[config.mk]
export PLATFORM = sky130hd
export DESIGN_NAME = bstp_top
export DESIGN_NICKNAME = d
export VERILOG_FILES = /design/src/bstp_top.v
export VERILOG_INCLUDE_DIRS = /design/src
export SDC_FILE = /design/constraint.sdc
export NUM_CORES = 2
export LEC_CHECK = 0
export BUFFER_PORTS_ARGS = -buffer_cell sky130_fd_sc_hd__buf_2
export CORE_AREA = 2 2 376 378
export DETAILED_ROUTE_END_ITERATION = 12
export DIE_AREA = 0 0 378 380
export GPL_ROUTABILITY_DRIVEN = 0
export PLACE_DENSITY = 0.5
export SLEW_MARGIN = 20
export SYNTH_ARGS = -nofsm -noshare
export SYNTH_HDL_FRONTEND = slang
export SYNTH_SLANG_ARGS = --single-unit
[constraint.sdc]
create_clock -name mclk -period 3.5 [get_ports mclk]
set_clock_uncertainty 0.1 [all_clocks]
set_input_delay 0.175 -clock mclk [delete_from_list [all_inputs] [get_ports mclk]]
set_output_delay 0.175 -clock mclk [all_outputs]
set_load 0.05 [all_outputs]
[src/bstp_defs.vh]
// Constants of the boundary-scan test port: codes, lengths, offsets.
// Included by bstp_top.v; holds definitions only.
`ifndef BSTP_DEFS_VH
`define BSTP_DEFS_VH

// Scan register lengths
`define BSTP_IR_LEN 4
`define BSTP_ID_LEN 32
`define BSTP_BND_LEN 266

// Instruction codes
`define BSTP_INS_EXTEST 4'h0
`define BSTP_INS_SAMPLE 4'h1
`define BSTP_INS_IDCODE 4'h2
`define BSTP_INS_CLAMP 4'h3
`define BSTP_INS_HIGHZ 4'h4
`define BSTP_INS_BYPASS 4'hf
`define BSTP_IR_CAPTURE 4'h1

// Identification field layout
`define BSTP_ID_REV_MSB 31
`define BSTP_ID_REV_LSB 28
`define BSTP_ID_DEV_MSB 27
`define BSTP_ID_DEV_LSB 12
`define BSTP_ID_VEN_MSB 11
`define BSTP_ID_VEN_LSB 1

// Test pin vector {trst_n, tdi, tms, tck}, idle values after reset
`define BSTP_PIN_TCK 0
`define BSTP_PIN_TMS 1
`define BSTP_PIN_TDI 2
`define BSTP_PIN_TRST 3
`define BSTP_PIN_IDLE 4'he

// AXI4-Lite register byte offsets
`define BSTP_REG_CTRL 4'h0
`define BSTP_REG_STATUS 4'h4
`define BSTP_REG_IDCODE 4'h8
`define BSTP_REG_NONE 4'hf
`define BSTP_CTRL_RST 32'h00000000
`define BSTP_CTRL_HOLD_BIT 0
`define BSTP_RESP_OKAY 2'h0
`define BSTP_RESP_SLVERR 2'h2

`endif

[src/bstp_top.v]
// Boundary-scan test access port: TAP controller, instruction, bypass,
// identification and 266-cell boundary registers, plus an AXI4-Lite
// window for control and status. The test pins come from outside mclk;
// the core capture vector is assumed to be on mclk already.
//
// How it works
// - Mode select is sampled at each test clock rise to step the controller.
// - Mode select, test input and test reset idle high when undriven.
// - Test input enters IR or selected data register on test clock rise.
// - Test output shifts IR or data register, changing on test clock fall.
// - Test output is high-impedance whenever no shift is in progress.
// - Test reset returns the whole scan structure to reset condition.
// - Test clock is independent; shifting never disturbs core logic.
// - Four-bit IR shifts in shift-IR and loads in update-IR; decoded code selects data register.
// - Bypass is one flip-flop between test input and output.
// - Boundary cell zero shifts out first; control cell one enables driver.
// - ID is 32 bits: revision, device, vendor, and bit zero one.
// - Code 0000 selects boundary chain and drives cells onto outputs.
// - Code 1111 selects bypass, pins stay in normal operation.
// - Code 0010 captures the ID value and selects the ID register.
// - Code 0100 selects bypass and forces all output drivers off.
// - Code 0011 selects bypass and drives held cells onto outputs.
// - Code 0001 selects boundary chain for capture and preload.
// - Boundary chain holds 266 cells numbered 0 to 265, fixed positions.
//
// Chosen here: the address map and the AXI4-Lite interface to the registers.
`timescale 1ns/1ps
`default_nettype none
`include "bstp_defs.vh"

module bstp_top #(
  parameter [3:0] ID_REVISION = 4'h1,   // Arbitrary value
  parameter [15:0] ID_DEVICE = 16'h5a3c, // Arbitrary value
  parameter [10:0] ID_VENDOR = 11'h0f1   // Arbitrary value
) (
  input wire mclk, // System clock, 100 MHz
  input wire rst, // Synchronous reset, active high
  input wire tck, // Test clock pin
  input wire tms, // Test mode select pin
  input wire tdi, // Test data input pin
  input wire trst_n, // Test reset pin, active low
  output reg tdo_q, // Test data output value
  output reg tdo_oe_q, // Test data output driver enable
  input wire [265:0] pin_capture, // Values seen at each cell position
  output reg [265:0] bnd_hold_q, // Held boundary cell values
  output reg [265:0] bnd_oe_q, // Driver enables from control cells
  output reg test_drive_q, // Outputs take held cell values
  output reg test_highz_q, // All device outputs forced off
  input wire [31:0] s_axi_awaddr, // AXI write address
  input wire s_axi_awvalid, // AXI write address valid
  output reg s_axi_awready, // AXI write address ready
  input wire [31:0] s_axi_wdata, // AXI write data
  input wire [3:0] s_axi_wstrb, // AXI write strobes
  input wire s_axi_wvalid, // AXI write data valid
  output reg s_axi_wready, // AXI write data ready
  output reg [1:0] s_axi_bresp, // AXI write response
  output reg s_axi_bvalid, // AXI write response valid
  input wire s_axi_bready, // AXI write response ready
  input wire [31:0] s_axi_araddr, // AXI read address
  input wire s_axi_arvalid, // AXI read address valid
  output reg s_axi_arready, // AXI read address ready
  output reg [31:0] s_axi_rdata, // AXI read data
  output reg [1:0] s_axi_rresp, // AXI read response
  output reg s_axi_rvalid, // AXI read data valid
  input wire s_axi_rready // AXI read data ready
);

  localparam [3:0] ST_TLR = 4'h0;
  localparam [3:0] ST_RTI = 4'h1;
  localparam [3:0] ST_SEL_DR = 4'h2;
  localparam [3:0] ST_CAP_DR = 4'h3;
  localparam [3:0] ST_SH_DR = 4'h4;
  localparam [3:0] ST_EX1_DR = 4'h5;
  localparam [3:0] ST_PAU_DR = 4'h6;
  localparam [3:0] ST_EX2_DR = 4'h7;
  localparam [3:0] ST_UPD_DR = 4'h8;
  localparam [3:0] ST_SEL_IR = 4'h9;
  localparam [3:0] ST_CAP_IR = 4'ha;
  localparam [3:0] ST_SH_IR = 4'hb;
  localparam [3:0] ST_EX1_IR = 4'hc;
  localparam [3:0] ST_PAU_IR = 4'hd;
  localparam [3:0] ST_EX2_IR = 4'he;
  localparam [3:0] ST_UPD_IR = 4'hf;

  localparam [1:0] SEL_BYP = 2'h0;
  localparam [1:0] SEL_ID = 2'h1;
  localparam [1:0] SEL_BND = 2'h2;

  // Standard TAP transition table
  function [3:0] tap_next;
    input [3:0] st;
    input m;
    begin
      case (st)
        ST_TLR: tap_next = m ? ST_TLR : ST_RTI;
        ST_RTI: tap_next = m ? ST_SEL_DR : ST_RTI;
        ST_SEL_DR: tap_next = m ? ST_SEL_IR : ST_CAP_DR;
        ST_CAP_DR: tap_next = m ? ST_EX1_DR : ST_SH_DR;
        ST_SH_DR: tap_next = m ? ST_EX1_DR : ST_SH_DR;
        ST_EX1_DR: tap_next = m ? ST_UPD_DR : ST_PAU_DR;
        ST_PAU_DR: tap_next = m ? ST_EX2_DR : ST_PAU_DR;
        ST_EX2_DR: tap_next = m ? ST_UPD_DR : ST_SH_DR;
        ST_UPD_DR: tap_next = m ? ST_SEL_DR : ST_RTI;
        ST_SEL_IR: tap_next = m ? ST_TLR : ST_CAP_IR;
        ST_CAP_IR: tap_next = m ? ST_EX1_IR : ST_SH_IR;
        ST_SH_IR: tap_next = m ? ST_EX1_IR : ST_SH_IR;
        ST_EX1_IR: tap_next = m ? ST_UPD_IR : ST_PAU_IR;
        ST_PAU_IR: tap_next = m ? ST_EX2_IR : ST_PAU_IR;
        ST_EX2_IR: tap_next = m ? ST_UPD_IR : ST_SH_IR;
        ST_UPD_IR: tap_next = m ? ST_SEL_DR : ST_RTI;
        default: tap_next = ST_TLR;
      endcase
    end
  endfunction

  // Instruction decode to data register selection
  function [1:0] dr_select;
    input [3:0] ins;
    begin
      case (ins)
        `BSTP_INS_EXTEST: dr_select = SEL_BND;
        `BSTP_INS_SAMPLE: dr_select = SEL_BND;
        `BSTP_INS_IDCODE: dr_select = SEL_ID;
        default: dr_select = SEL_BYP;
      endcase
    end
  endfunction

  // Three-state control cell positions in the chain
  function is_ctrl_cell;
    input integer i;
    begin
      is_ctrl_cell = ((i >= 28) && (i <= 73) && ((i - 28) % 3 == 0)) ||
        ((i % 2 == 1) && (((i >= 83) && (i <= 113)) || ((i >= 131) && (i <= 161)) ||
        ((i >= 179) && (i <= 209)) || ((i >= 227) && (i <= 257))));
    end
  endfunction

  // Pin synchroniser: three stages, change accepted when 2nd and 3rd agree
  reg [3:0] sync1_q;
  reg [3:0] sync2_q;
  reg [3:0] sync3_q;
  reg [3:0] pin_q;
  wire [3:0] agree;
  wire tck_rise;
  wire tck_fall;
  wire tap_rst;

  genvar gi;
  generate
    for (gi = 0; gi < 4; gi = gi + 1)
    begin : g_sync
      assign agree[gi] = (sync2_q[gi] == sync3_q[gi]);
    end
  endgenerate

  // idle high
  // Undriven mode, data and reset pins read as pulled high, so the filter resets them high and the test clock low
  always @(posedge mclk)
  begin
    if (rst)
    begin
      sync1_q <= `BSTP_PIN_IDLE;
      sync2_q <= `BSTP_PIN_IDLE;
      sync3_q <= `BSTP_PIN_IDLE;
      pin_q <= `BSTP_PIN_IDLE;
    end
    else
    begin
      sync1_q <= {trst_n, tdi, tms, tck};
      sync2_q <= sync1_q;
      sync3_q <= sync2_q;
      pin_q <= (agree & sync3_q) | (~agree & pin_q);
    end
  end

  // independent test clock
  // Test clock edges are found by sampling, never used as a clock
  assign tck_rise = agree[`BSTP_PIN_TCK] & sync3_q[`BSTP_PIN_TCK] & ~pin_q[`BSTP_PIN_TCK];
  assign tck_fall = agree[`BSTP_PIN_TCK] & ~sync3_q[`BSTP_PIN_TCK] & pin_q[`BSTP_PIN_TCK];

  reg [31:0] ctrl_q;
  assign tap_rst = rst | ~pin_q[`BSTP_PIN_TRST] | ctrl_q[`BSTP_CTRL_HOLD_BIT];

  reg [3:0] state_q;
  reg [3:0] ir_sr_q;
  reg [3:0] ir_q;
  reg byp_q;
  reg [31:0] id_sr_q;
  reg [265:0] bnd_sr_q;
  wire t_ms;
  wire t_di;
  wire [1:0] dsel;
  wire [31:0] id_value;
  wire bnd_ins;

  assign t_ms = pin_q[`BSTP_PIN_TMS];
  assign t_di = pin_q[`BSTP_PIN_TDI];
  assign dsel = dr_select(ir_q);
  assign bnd_ins = (dsel == SEL_BND);
  assign id_value = {ID_REVISION, ID_DEVICE, ID_VENDOR, 1'b1};

  // TAP controller
  // Five high mode samples from any state end in logic reset
  always @(posedge mclk)
  begin
    if (tap_rst)
      state_q <= ST_TLR;
    else if (tck_rise)
      state_q <= tap_next(state_q, t_ms);
  end

  always @(posedge mclk)
  begin
    if (tap_rst)
    begin
      ir_sr_q <= `BSTP_INS_IDCODE;
      ir_q <= `BSTP_INS_IDCODE;
    end
    else if (tck_rise)
    begin
      case (state_q)
        ST_TLR: ir_q <= `BSTP_INS_IDCODE;
        ST_CAP_IR: ir_sr_q <= `BSTP_IR_CAPTURE;
        ST_SH_IR: ir_sr_q <= {t_di, ir_sr_q[3:1]};
        // reserved codes fall back to bypass in decode
        ST_UPD_IR: ir_q <= ir_sr_q;
        default: ir_q <= ir_q;
      endcase
    end
  end

  // Data registers: capture, shift, update
  always @(posedge mclk)
  begin
    if (tap_rst)
    begin
      byp_q <= 1'b0;
      id_sr_q <= 32'h00000000;
      bnd_sr_q <= {`BSTP_BND_LEN{1'b0}};
      bnd_hold_q <= {`BSTP_BND_LEN{1'b0}};
    end
    else if (tck_rise)
    begin
      case (state_q)
        ST_CAP_DR:
        begin
          byp_q <= 1'b0;
          if (dsel == SEL_ID)
            id_sr_q <= id_value;
          if (bnd_ins)
            bnd_sr_q <= pin_capture;
        end
        ST_SH_DR:
        begin
          case (dsel)
            SEL_ID: id_sr_q <= {t_di, id_sr_q[31:1]};
            // 266-cell chain, cell 0 nearest the output
            SEL_BND: bnd_sr_q <= {t_di, bnd_sr_q[265:1]};
            default: byp_q <= t_di;
          endcase
        end
        ST_UPD_DR:
        begin
          if (bnd_ins)
            bnd_hold_q <= bnd_sr_q;
        end
        default:
        begin
          byp_q <= byp_q;
        end
      endcase
    end
  end

  // Test output on test clock fall
  reg tdo_d;
  always @*
  begin
    tdo_d = byp_q;
    if (state_q == ST_SH_IR)
      tdo_d = ir_sr_q[0];
    else if (dsel == SEL_ID)
      tdo_d = id_sr_q[0];
    else if (dsel == SEL_BND)
      tdo_d = bnd_sr_q[0];
  end

  always @(posedge mclk)
  begin
    if (tap_rst)
    begin
      tdo_q <= 1'b0;
      tdo_oe_q <= 1'b0;
    end
    else if (tck_fall)
    begin
      tdo_q <= tdo_d;
      tdo_oe_q <= (state_q == ST_SH_IR) | (state_q == ST_SH_DR);
    end
  end

  // Pin mode outputs; normal operation unless a test instruction holds
  wire [265:0] ctrl_mask;
  generate
    for (gi = 0; gi < `BSTP_BND_LEN; gi = gi + 1)
    begin : g_mask
      assign ctrl_mask[gi] = is_ctrl_cell(gi);
    end
  endgenerate

  always @(posedge mclk)
  begin
    if (tap_rst)
    begin
      test_drive_q <= 1'b0;
      test_highz_q <= 1'b0;
      bnd_oe_q <= {`BSTP_BND_LEN{1'b0}};
    end
    else
    begin
      test_drive_q <= (ir_q == `BSTP_INS_EXTEST) | (ir_q == `BSTP_INS_CLAMP);
      test_highz_q <= (ir_q == `BSTP_INS_HIGHZ);
      if (ir_q == `BSTP_INS_HIGHZ)
        bnd_oe_q <= {`BSTP_BND_LEN{1'b0}};
      else
        bnd_oe_q <= bnd_hold_q & ctrl_mask;
    end
  end

  // AXI4-Lite slave: address and data taken in either order
  reg aw_have_q;
  reg w_have_q;
  reg [3:0] aw_addr_q;
  reg [31:0] w_data_q;
  reg [3:0] w_strb_q;
  wire do_write;
  integer bi;

  assign do_write = aw_have_q & w_have_q & ~s_axi_bvalid;

  always @(posedge mclk)
  begin
    if (rst)
    begin
      s_axi_awready <= 1'b0;
      s_axi_wready <= 1'b0;
      s_axi_bvalid <= 1'b0;
      s_axi_bresp <= `BSTP_RESP_OKAY;
      aw_have_q <= 1'b0;
      w_have_q <= 1'b0;
      aw_addr_q <= 4'h0;
      w_data_q <= 32'h00000000;
      w_strb_q <= 4'h0;
      ctrl_q <= `BSTP_CTRL_RST;
    end
    else
    begin
      s_axi_awready <= ~aw_have_q & ~(s_axi_awvalid & s_axi_awready);
      s_axi_wready <= ~w_have_q & ~(s_axi_wvalid & s_axi_wready);
      if (s_axi_awvalid & s_axi_awready)
      begin
        aw_have_q <= 1'b1;
        // Addresses outside the window are held as an unmapped offset
        aw_addr_q <= (s_axi_awaddr[31:4] == 28'h0) ? s_axi_awaddr[3:0] : `BSTP_REG_NONE;
      end
      if (s_axi_wvalid & s_axi_wready)
      begin
        w_have_q <= 1'b1;
        w_data_q <= s_axi_wdata;
        w_strb_q <= s_axi_wstrb;
      end
      if (do_write)
      begin
        aw_have_q <= 1'b0;
        w_have_q <= 1'b0;
        s_axi_bvalid <= 1'b1;
        if (aw_addr_q == `BSTP_REG_CTRL)
        begin
          s_axi_bresp <= `BSTP_RESP_OKAY;
          for (bi = 0; bi < 4; bi = bi + 1)
            if (w_strb_q[bi])
              ctrl_q[bi*8 +: 8] <= w_data_q[bi*8 +: 8];
        end
        else if (aw_addr_q == `BSTP_REG_STATUS || aw_addr_q == `BSTP_REG_IDCODE)
          s_axi_bresp <= `BSTP_RESP_OKAY;
        else
          s_axi_bresp <= `BSTP_RESP_SLVERR;
      end
      else if (s_axi_bvalid & s_axi_bready)
        s_axi_bvalid <= 1'b0;
    end
  end

  always @(posedge mclk)
  begin
    if (rst)
    begin
      s_axi_arready <= 1'b0;
      s_axi_rvalid <= 1'b0;
      s_axi_rdata <= 32'h00000000;
      s_axi_rresp <= `BSTP_RESP_OKAY;
    end
    else
    begin
      s_axi_arready <= ~s_axi_rvalid & ~(s_axi_arvalid & s_axi_arready);
      if (s_axi_arvalid & s_axi_arready)
      begin
        s_axi_rvalid <= 1'b1;
        s_axi_rresp <= `BSTP_RESP_OKAY;
        if (s_axi_araddr[31:4] != 28'h0)
        begin
          s_axi_rdata <= 32'h00000000;
          s_axi_rresp <= `BSTP_RESP_SLVERR;
        end
        else
        begin
          case (s_axi_araddr[3:0])
            `BSTP_REG_CTRL: s_axi_rdata <= ctrl_q;
            `BSTP_REG_STATUS: s_axi_rdata <= {21'h0, test_highz_q,
              test_drive_q, tdo_oe_q, ir_q, state_q};
            `BSTP_REG_IDCODE: s_axi_rdata <= id_value;
            default:
            begin
              s_axi_rdata <= 32'h00000000;
              s_axi_rresp <= `BSTP_RESP_SLVERR;
            end
          endcase
        end
      end
      else if (s_axi_rvalid & s_axi_rready)
        s_axi_rvalid <= 1'b0;
    end
  end

endmodule

`default_nettype wire

Word level (Yosys, flattened, before mapping)
Index checks and enable logic that the tools add are counted.
Widths: inputs -> output; s select.
Operators by class
  reductions and logical operators: 30
  equality and inequality tests: 34
  bitwise logic cells: 32
  mux-type cells: 38
Operators with widths (number)
  $mux 266: 2
  $pmux 266 s2: 1
  $mux 32: 3
  $pmux 32 s3: 1
  $pmux 32 s2: 1
  $pmux 4 s12: 1
  $eq 4x4->1 const B: 10
  $eq 4x3->1 const B: 7
  $logic_not 28->1: 1
  $reduce_bool 28->1: 1
  $mux 4: 5
  $reduce_and 3->1: 6
  $eq 4x2->1 const B: 4
  $logic_not 4->1: 4
  $pmux 4 s2: 2
  $and 1x1->1: 14
  $mux 2: 7
  $reduce_or 2->1: 6
  $mux 1: 11
  $ne 2x2->1 const B: 5
  $not 1->1: 10
  $reduce_bool 2->1: 5
  $and 4x4->4: 2
  $eq 4x1->1 const B: 2
  13 further kinds: 23
Word-level totals
  register bits: 978
  word-level logic and storage cells: 168

Longest topological paths before layout
  word-level depth: 7
  depth in mapped cells: 10
  mapped depth without buffers: 7

Worst setup path before layout
No wires, ideal clock.
  path kind: reg2reg
  start: register ir_q[3]
  end: register bnd_hold_q[142]
  arrival: 2.041 ns
  data required time: 3.330 ns
  buffers on the path: 3
  cell stages (with the launch flop): 10
  slack: 1.289 ns
  cells stage by stage: dfxtp_1 nor3_1 ha_1 nor2b_1 and4_1 clkbuf_1 clkbuf_1 buf_1 nand2_1 a21oi_1
On the way
  word-level cells in the longest chain between the ends: 5
RTL lines
  from (decl): line bstp_top.v:187  | reg [3:0] ir_q;
  from (signal assigned): line bstp_top.v:218  | ir_q <= `BSTP_INS_IDCODE;
  from (signal assigned): line bstp_top.v:223  | ST_TLR: ir_q <= `BSTP_INS_IDCODE;
  from (signal assigned): line bstp_top.v:227  | ST_UPD_IR: ir_q <= ir_sr_q;
  $eq 4x1->1 / $logic_not 4->1 (equally long branches): line bstp_top.v:120  | case (ins)
  $reduce_or 2->1 (no source line)
  $pmux 2 s2 *: line bstp_top.v:120
  $eq 2x2->1 *: line bstp_top.v:200  | assign bnd_ins = (dsel == SEL_BND);
  $reduce_and 3->1 (no source line) *
  to (signal assigned): line bstp_top.v:241  | bnd_hold_q <= {`BSTP_BND_LEN{1'b0}};
  to (signal assigned): line bstp_top.v:266  | bnd_hold_q <= bnd_sr_q;
  to (decl): line bstp_top.v:45  | output reg [265:0] bnd_hold_q,
Mark *: on every way between the ends. The rest lies on a longest branch, timed or not.
A chain may end at the register's enable or synchronous reset.

Worst setup path in the final report
  start: input s_axi_araddr[12]
  end: register s_axi_rresp[1]
On the way
  word-level cells in the longest chain between the ends: 2
RTL lines
  from (decl): line bstp_top.v:59  | input wire [31:0] s_axi_araddr,
  $reduce_bool 28->1: line bstp_top.v:411  | if (s_axi_araddr[31:4] != 28'h0)
  $mux 2: line bstp_top.v:411
  to (signal assigned): line bstp_top.v:410  | s_axi_rresp <= `BSTP_RESP_OKAY;
  to (signal assigned): line bstp_top.v:414  | s_axi_rresp <= `BSTP_RESP_SLVERR;
  to (signal assigned): line bstp_top.v:426  | s_axi_rresp <= `BSTP_RESP_SLVERR;
  to (decl): line bstp_top.v:63  | output reg [1:0] s_axi_rresp,
Every way passes these cells.

==> results.py <==
metrics = {
    "power": {
        "power_density_nw_per_um2": 466,
        "ir_drop_v": 0.000359,
        "leakage_nw": 19.3,
        "sw_frac_of_total_pct": 24.8,
        "intPower_mw": 15.4,
        "p_clk_share_pct": 48.6,
        "p_sw_mw": 5.10,
        "power_frac_comb_pct": 7.3,
        "p_seq_share_pct": 44.1,
    },
    "critical_path": {
        "crit_type": "primary input to flip-flop",
        "crit_start": "s_axi_araddr[12]",
        "critPathArrivalTime_ps": 3420,
        "r2r_start": "state_q[0]",
        "path_max_fanout": 7,
        "worstPathRequired_ps": 3980,
        "end_kind": "flip-flop",
        "cp-start-kind": "primary input",
    },
    "timing": {
        "finalHoldViolations": 0,
        "finalCritPeriodShare_pct": 84.1,
        "rsz0062_at_grt": "no",
        "worst_pin_slew_ps": 1060,
        "totalNegativeSetupSlack_ps": 0,
        "slew_violations": 0,
        "max_freq_mhz": 340,
        "finalSetupViolCount": 0,
        "slew_headroom_pct": 29.5,
        "fin_crit_ps": 2940,
    },
    "layout": {
        "layout-drive-gt1-share_pct": 26.8,
        "multi_input_area_um2": 14200,
        "nFillCells": 14700,
        "utilization_pct": 31.6,
        "final_nets": 4880,
        "syn_to_final_growth_pct": 37.6,
        "seqCellArea_um2": 15800,
    },
    "logic_synthesis": {
        "syn_avg_cell_area_um2": 9.28,
        "yosysMostFrequentCell": "dfxtp_1",
        "yosysTopAreaCell": "dfxtp_1",
        "async_reset_ff_share_pct": 0,
        "synth_edf_count": 0,
        "synth_area_um2": 32000,
        "synth_flop_cell": "dfxtp_1",
        "yosys_warnings": 0,
        "ys_types": 55,
        "ys_ff_latch": 790,
        "syn_inst": 3450,
        "ys_seq_area_share_pct": 49.4,
        "synthTopCellsByArea": "dfxtp_1 49%, mux2i_1 9.6%, a211oi_2 7.8%",
        "synth_top_area_share_pct": 49.4,
        "ys_top_cells_by_count": "790 x dfxtp_1, 631 x nand2_1, 372 x nor2_1",
    },
    "clock_network": {
        "clock_latency_ps": 690,
        "cts_resized": 0,
        "tritoncts": "yes",
        "clk_pin_slew_worst_paths_ps": 60,
        "clock_path_buffers": 3,
        "root_buffer": "clkbuf_16",
        "clkSinkCount": 790,
        "cts_made_buffers": 93,
        "post_cts_buffers": 0,
        "htreeDepth": 3,
        "postCtsHoldBufs": 370,
    },
    "drt": {
        "via_per_inst": 4.21,
        "drt-pass1-iter-count": 5,
        "drt-initial-drc-count": 1125,
        "routedWlPerCell_um": 16.5,
        "antenna_left": 0,
        "drt-total-wl_mm": 106,
        "drc": 0,
        "vias": 27200,
    },
    "die": {
        "die-area_um2": 144000,
        "die_h_um": 380,
        "coreArea_um2": 139000,
        "start_util_pct": 23.0,
        "pin_count": 954,
        "die_w_um": 378,
        "rows": 137,
    },
    "grt": {
        "track_usage_pct": 14.1,
        "grtUsageMet3_pct": 2.71,
        "met1_usage_pct": 17.9,
        "grt_pass1_wl_mm": 159,
        "grt_max_degree": 163,
        "grt_pass1_vias": 26900,
        "grtUsageMet2_pct": 23.5,
        "top_usage_layer": "met2",
        "grt-ovfl-total": 0,
        "antenna_found_initial": 5,
    },
    "placement": {
        "hpwlAfterDp_mm": 73.2,
        "port_buffers": 765,
    },
    "flow_run": {
        "max_cap_violations": 0,
    },
    "worst_hold_path": {
        "hp-class": "primary input to flip-flop",
        "hp-start": "s_axi_araddr[1]",
    },
    "run_status": {
        "status": "completed",
    },
}
-- final cells by class --
type,count,share of cell area (%)
antenna,3,0.0170
timing repair buffer,1223,19.3
inverter,10,0.0852
clock inverter,34,0.946
sequential,790,35.9
multi-input combinational,2381,32.3
clock buffer,132,6.16
tap,1876,5.33
-- path summary, 6_finish.rpt --
check / endpoint / slack [ps] / cells after the start
hold / removal: s_axi_rdata[9] / 90 / 4
setup reg to reg: bnd_sr_q[252] / 570 / 6
setup / recovery: s_axi_rresp[1] / 560 / 9
hold reg to reg: sync2_q[1] / 310 / 1
-- through the flow --
| step | area, um2 | std cells | total power [mW] | hold WS (ps) | worst slack, ps |
|---|---|---|---|---|---|
| after global placement | 37200 | 5910 | 10.4 | 263 | 696 |
| after CTS | 44000 | 6446 | 20.9 | 0.918 | 565 |
| after detailed placement | 37200 | 5910 | 10.4 | 264 | 620 |
| after global routing | 44000 | 6448 | 21.3 | 64.2 | 305 |
| after floorplan | 32700 | 3637 | 10.2 | 179 | 1290 |
| final | 44000 | 6449 | 20.5 | 88.7 | 556 |
-- layer usage --
layer | share of wire (%) | routed length [um]
met5 | 0.011 | 12
met1 | 44 | 46900
met3 | 5.4 | 5690
met2 | 47 | 50100
met4 | 3.2 | 3450
-- cell usage in the layout (no fill, tap or decap), drive strengths merged, types with 3 or more instances in the layout --
cell type    count
nor4            17
o21bai           3
mux2i          308
conb           188
and3             4
dfxtp          790
nor2           372
dlygate4sd3    370
diode            3
a21oi          315
nand4            5
clkinvlp         3
buf            853
nand3            7
a32o             6
ha               4
a31oi            3
o31ai            6
o21ai           16
clkbuf         132
o41ai            9
a22o            12
bufinv           6
nand2b           3
a211oi         274
a22oi           21
inv             17
nor2b            9
nand2          631
nor3            48
or2             11
clkinv          18
and2            84
-- registers in the layout, indices dropped and copies added (netlist names), 32 cells and up, named ones only --
| signal | count |
|---|---|
| id_sr_q | 32 |
| bnd_hold_q | 266 |
| bnd_sr_q | 266 |
| ctrl_q | 32 |
| bnd_oe_q | 80 |
| s_axi_rdata | 32 |
| w_data_q | 32 |
-- critical path: stages --
cell,delay (ps)
dlygate4sd3_1,530
buf_2,120
nor4_1,140
dlygate4sd3_1,580
nand4b_1,170
dlygate4sd3_1,620
nor2_1,380
a211oi_1,130
dlygate4sd3_1,580
-- power groups by stage --
stage / registers, mW / logic, mW / clock network [mW]
2_1_floorplan: 9.26 / 0.936 / 0
3_3_place_gp: 9.25 / 1.16 / 0
3_5_place_dp: 9.25 / 1.16 / 0
4_1_cts: 9.05 / 1.50 / 10.3
5_1_grt: 9.05 / 1.59 / 10.7
6_report: 9.05 / 1.50 / 9.97
-- logic make-up after synthesis --
group / after synthesis / synth area share (%)
AND/OR/NAND/NOR: 1204 / 15.6
flip-flops: 790 / 49.4
AO/OA/AOI/OAI: 674 / 16.6
buffers and inverters: 466 / 8.55
multiplexers: 308 / 9.63
adder cells (fa/ha/maj): 4 / 0.156
XOR/XNOR: 3 / 0.0821
other: 1 / 0.0117
No activity file was read; power rests on OpenSTA's default activity.
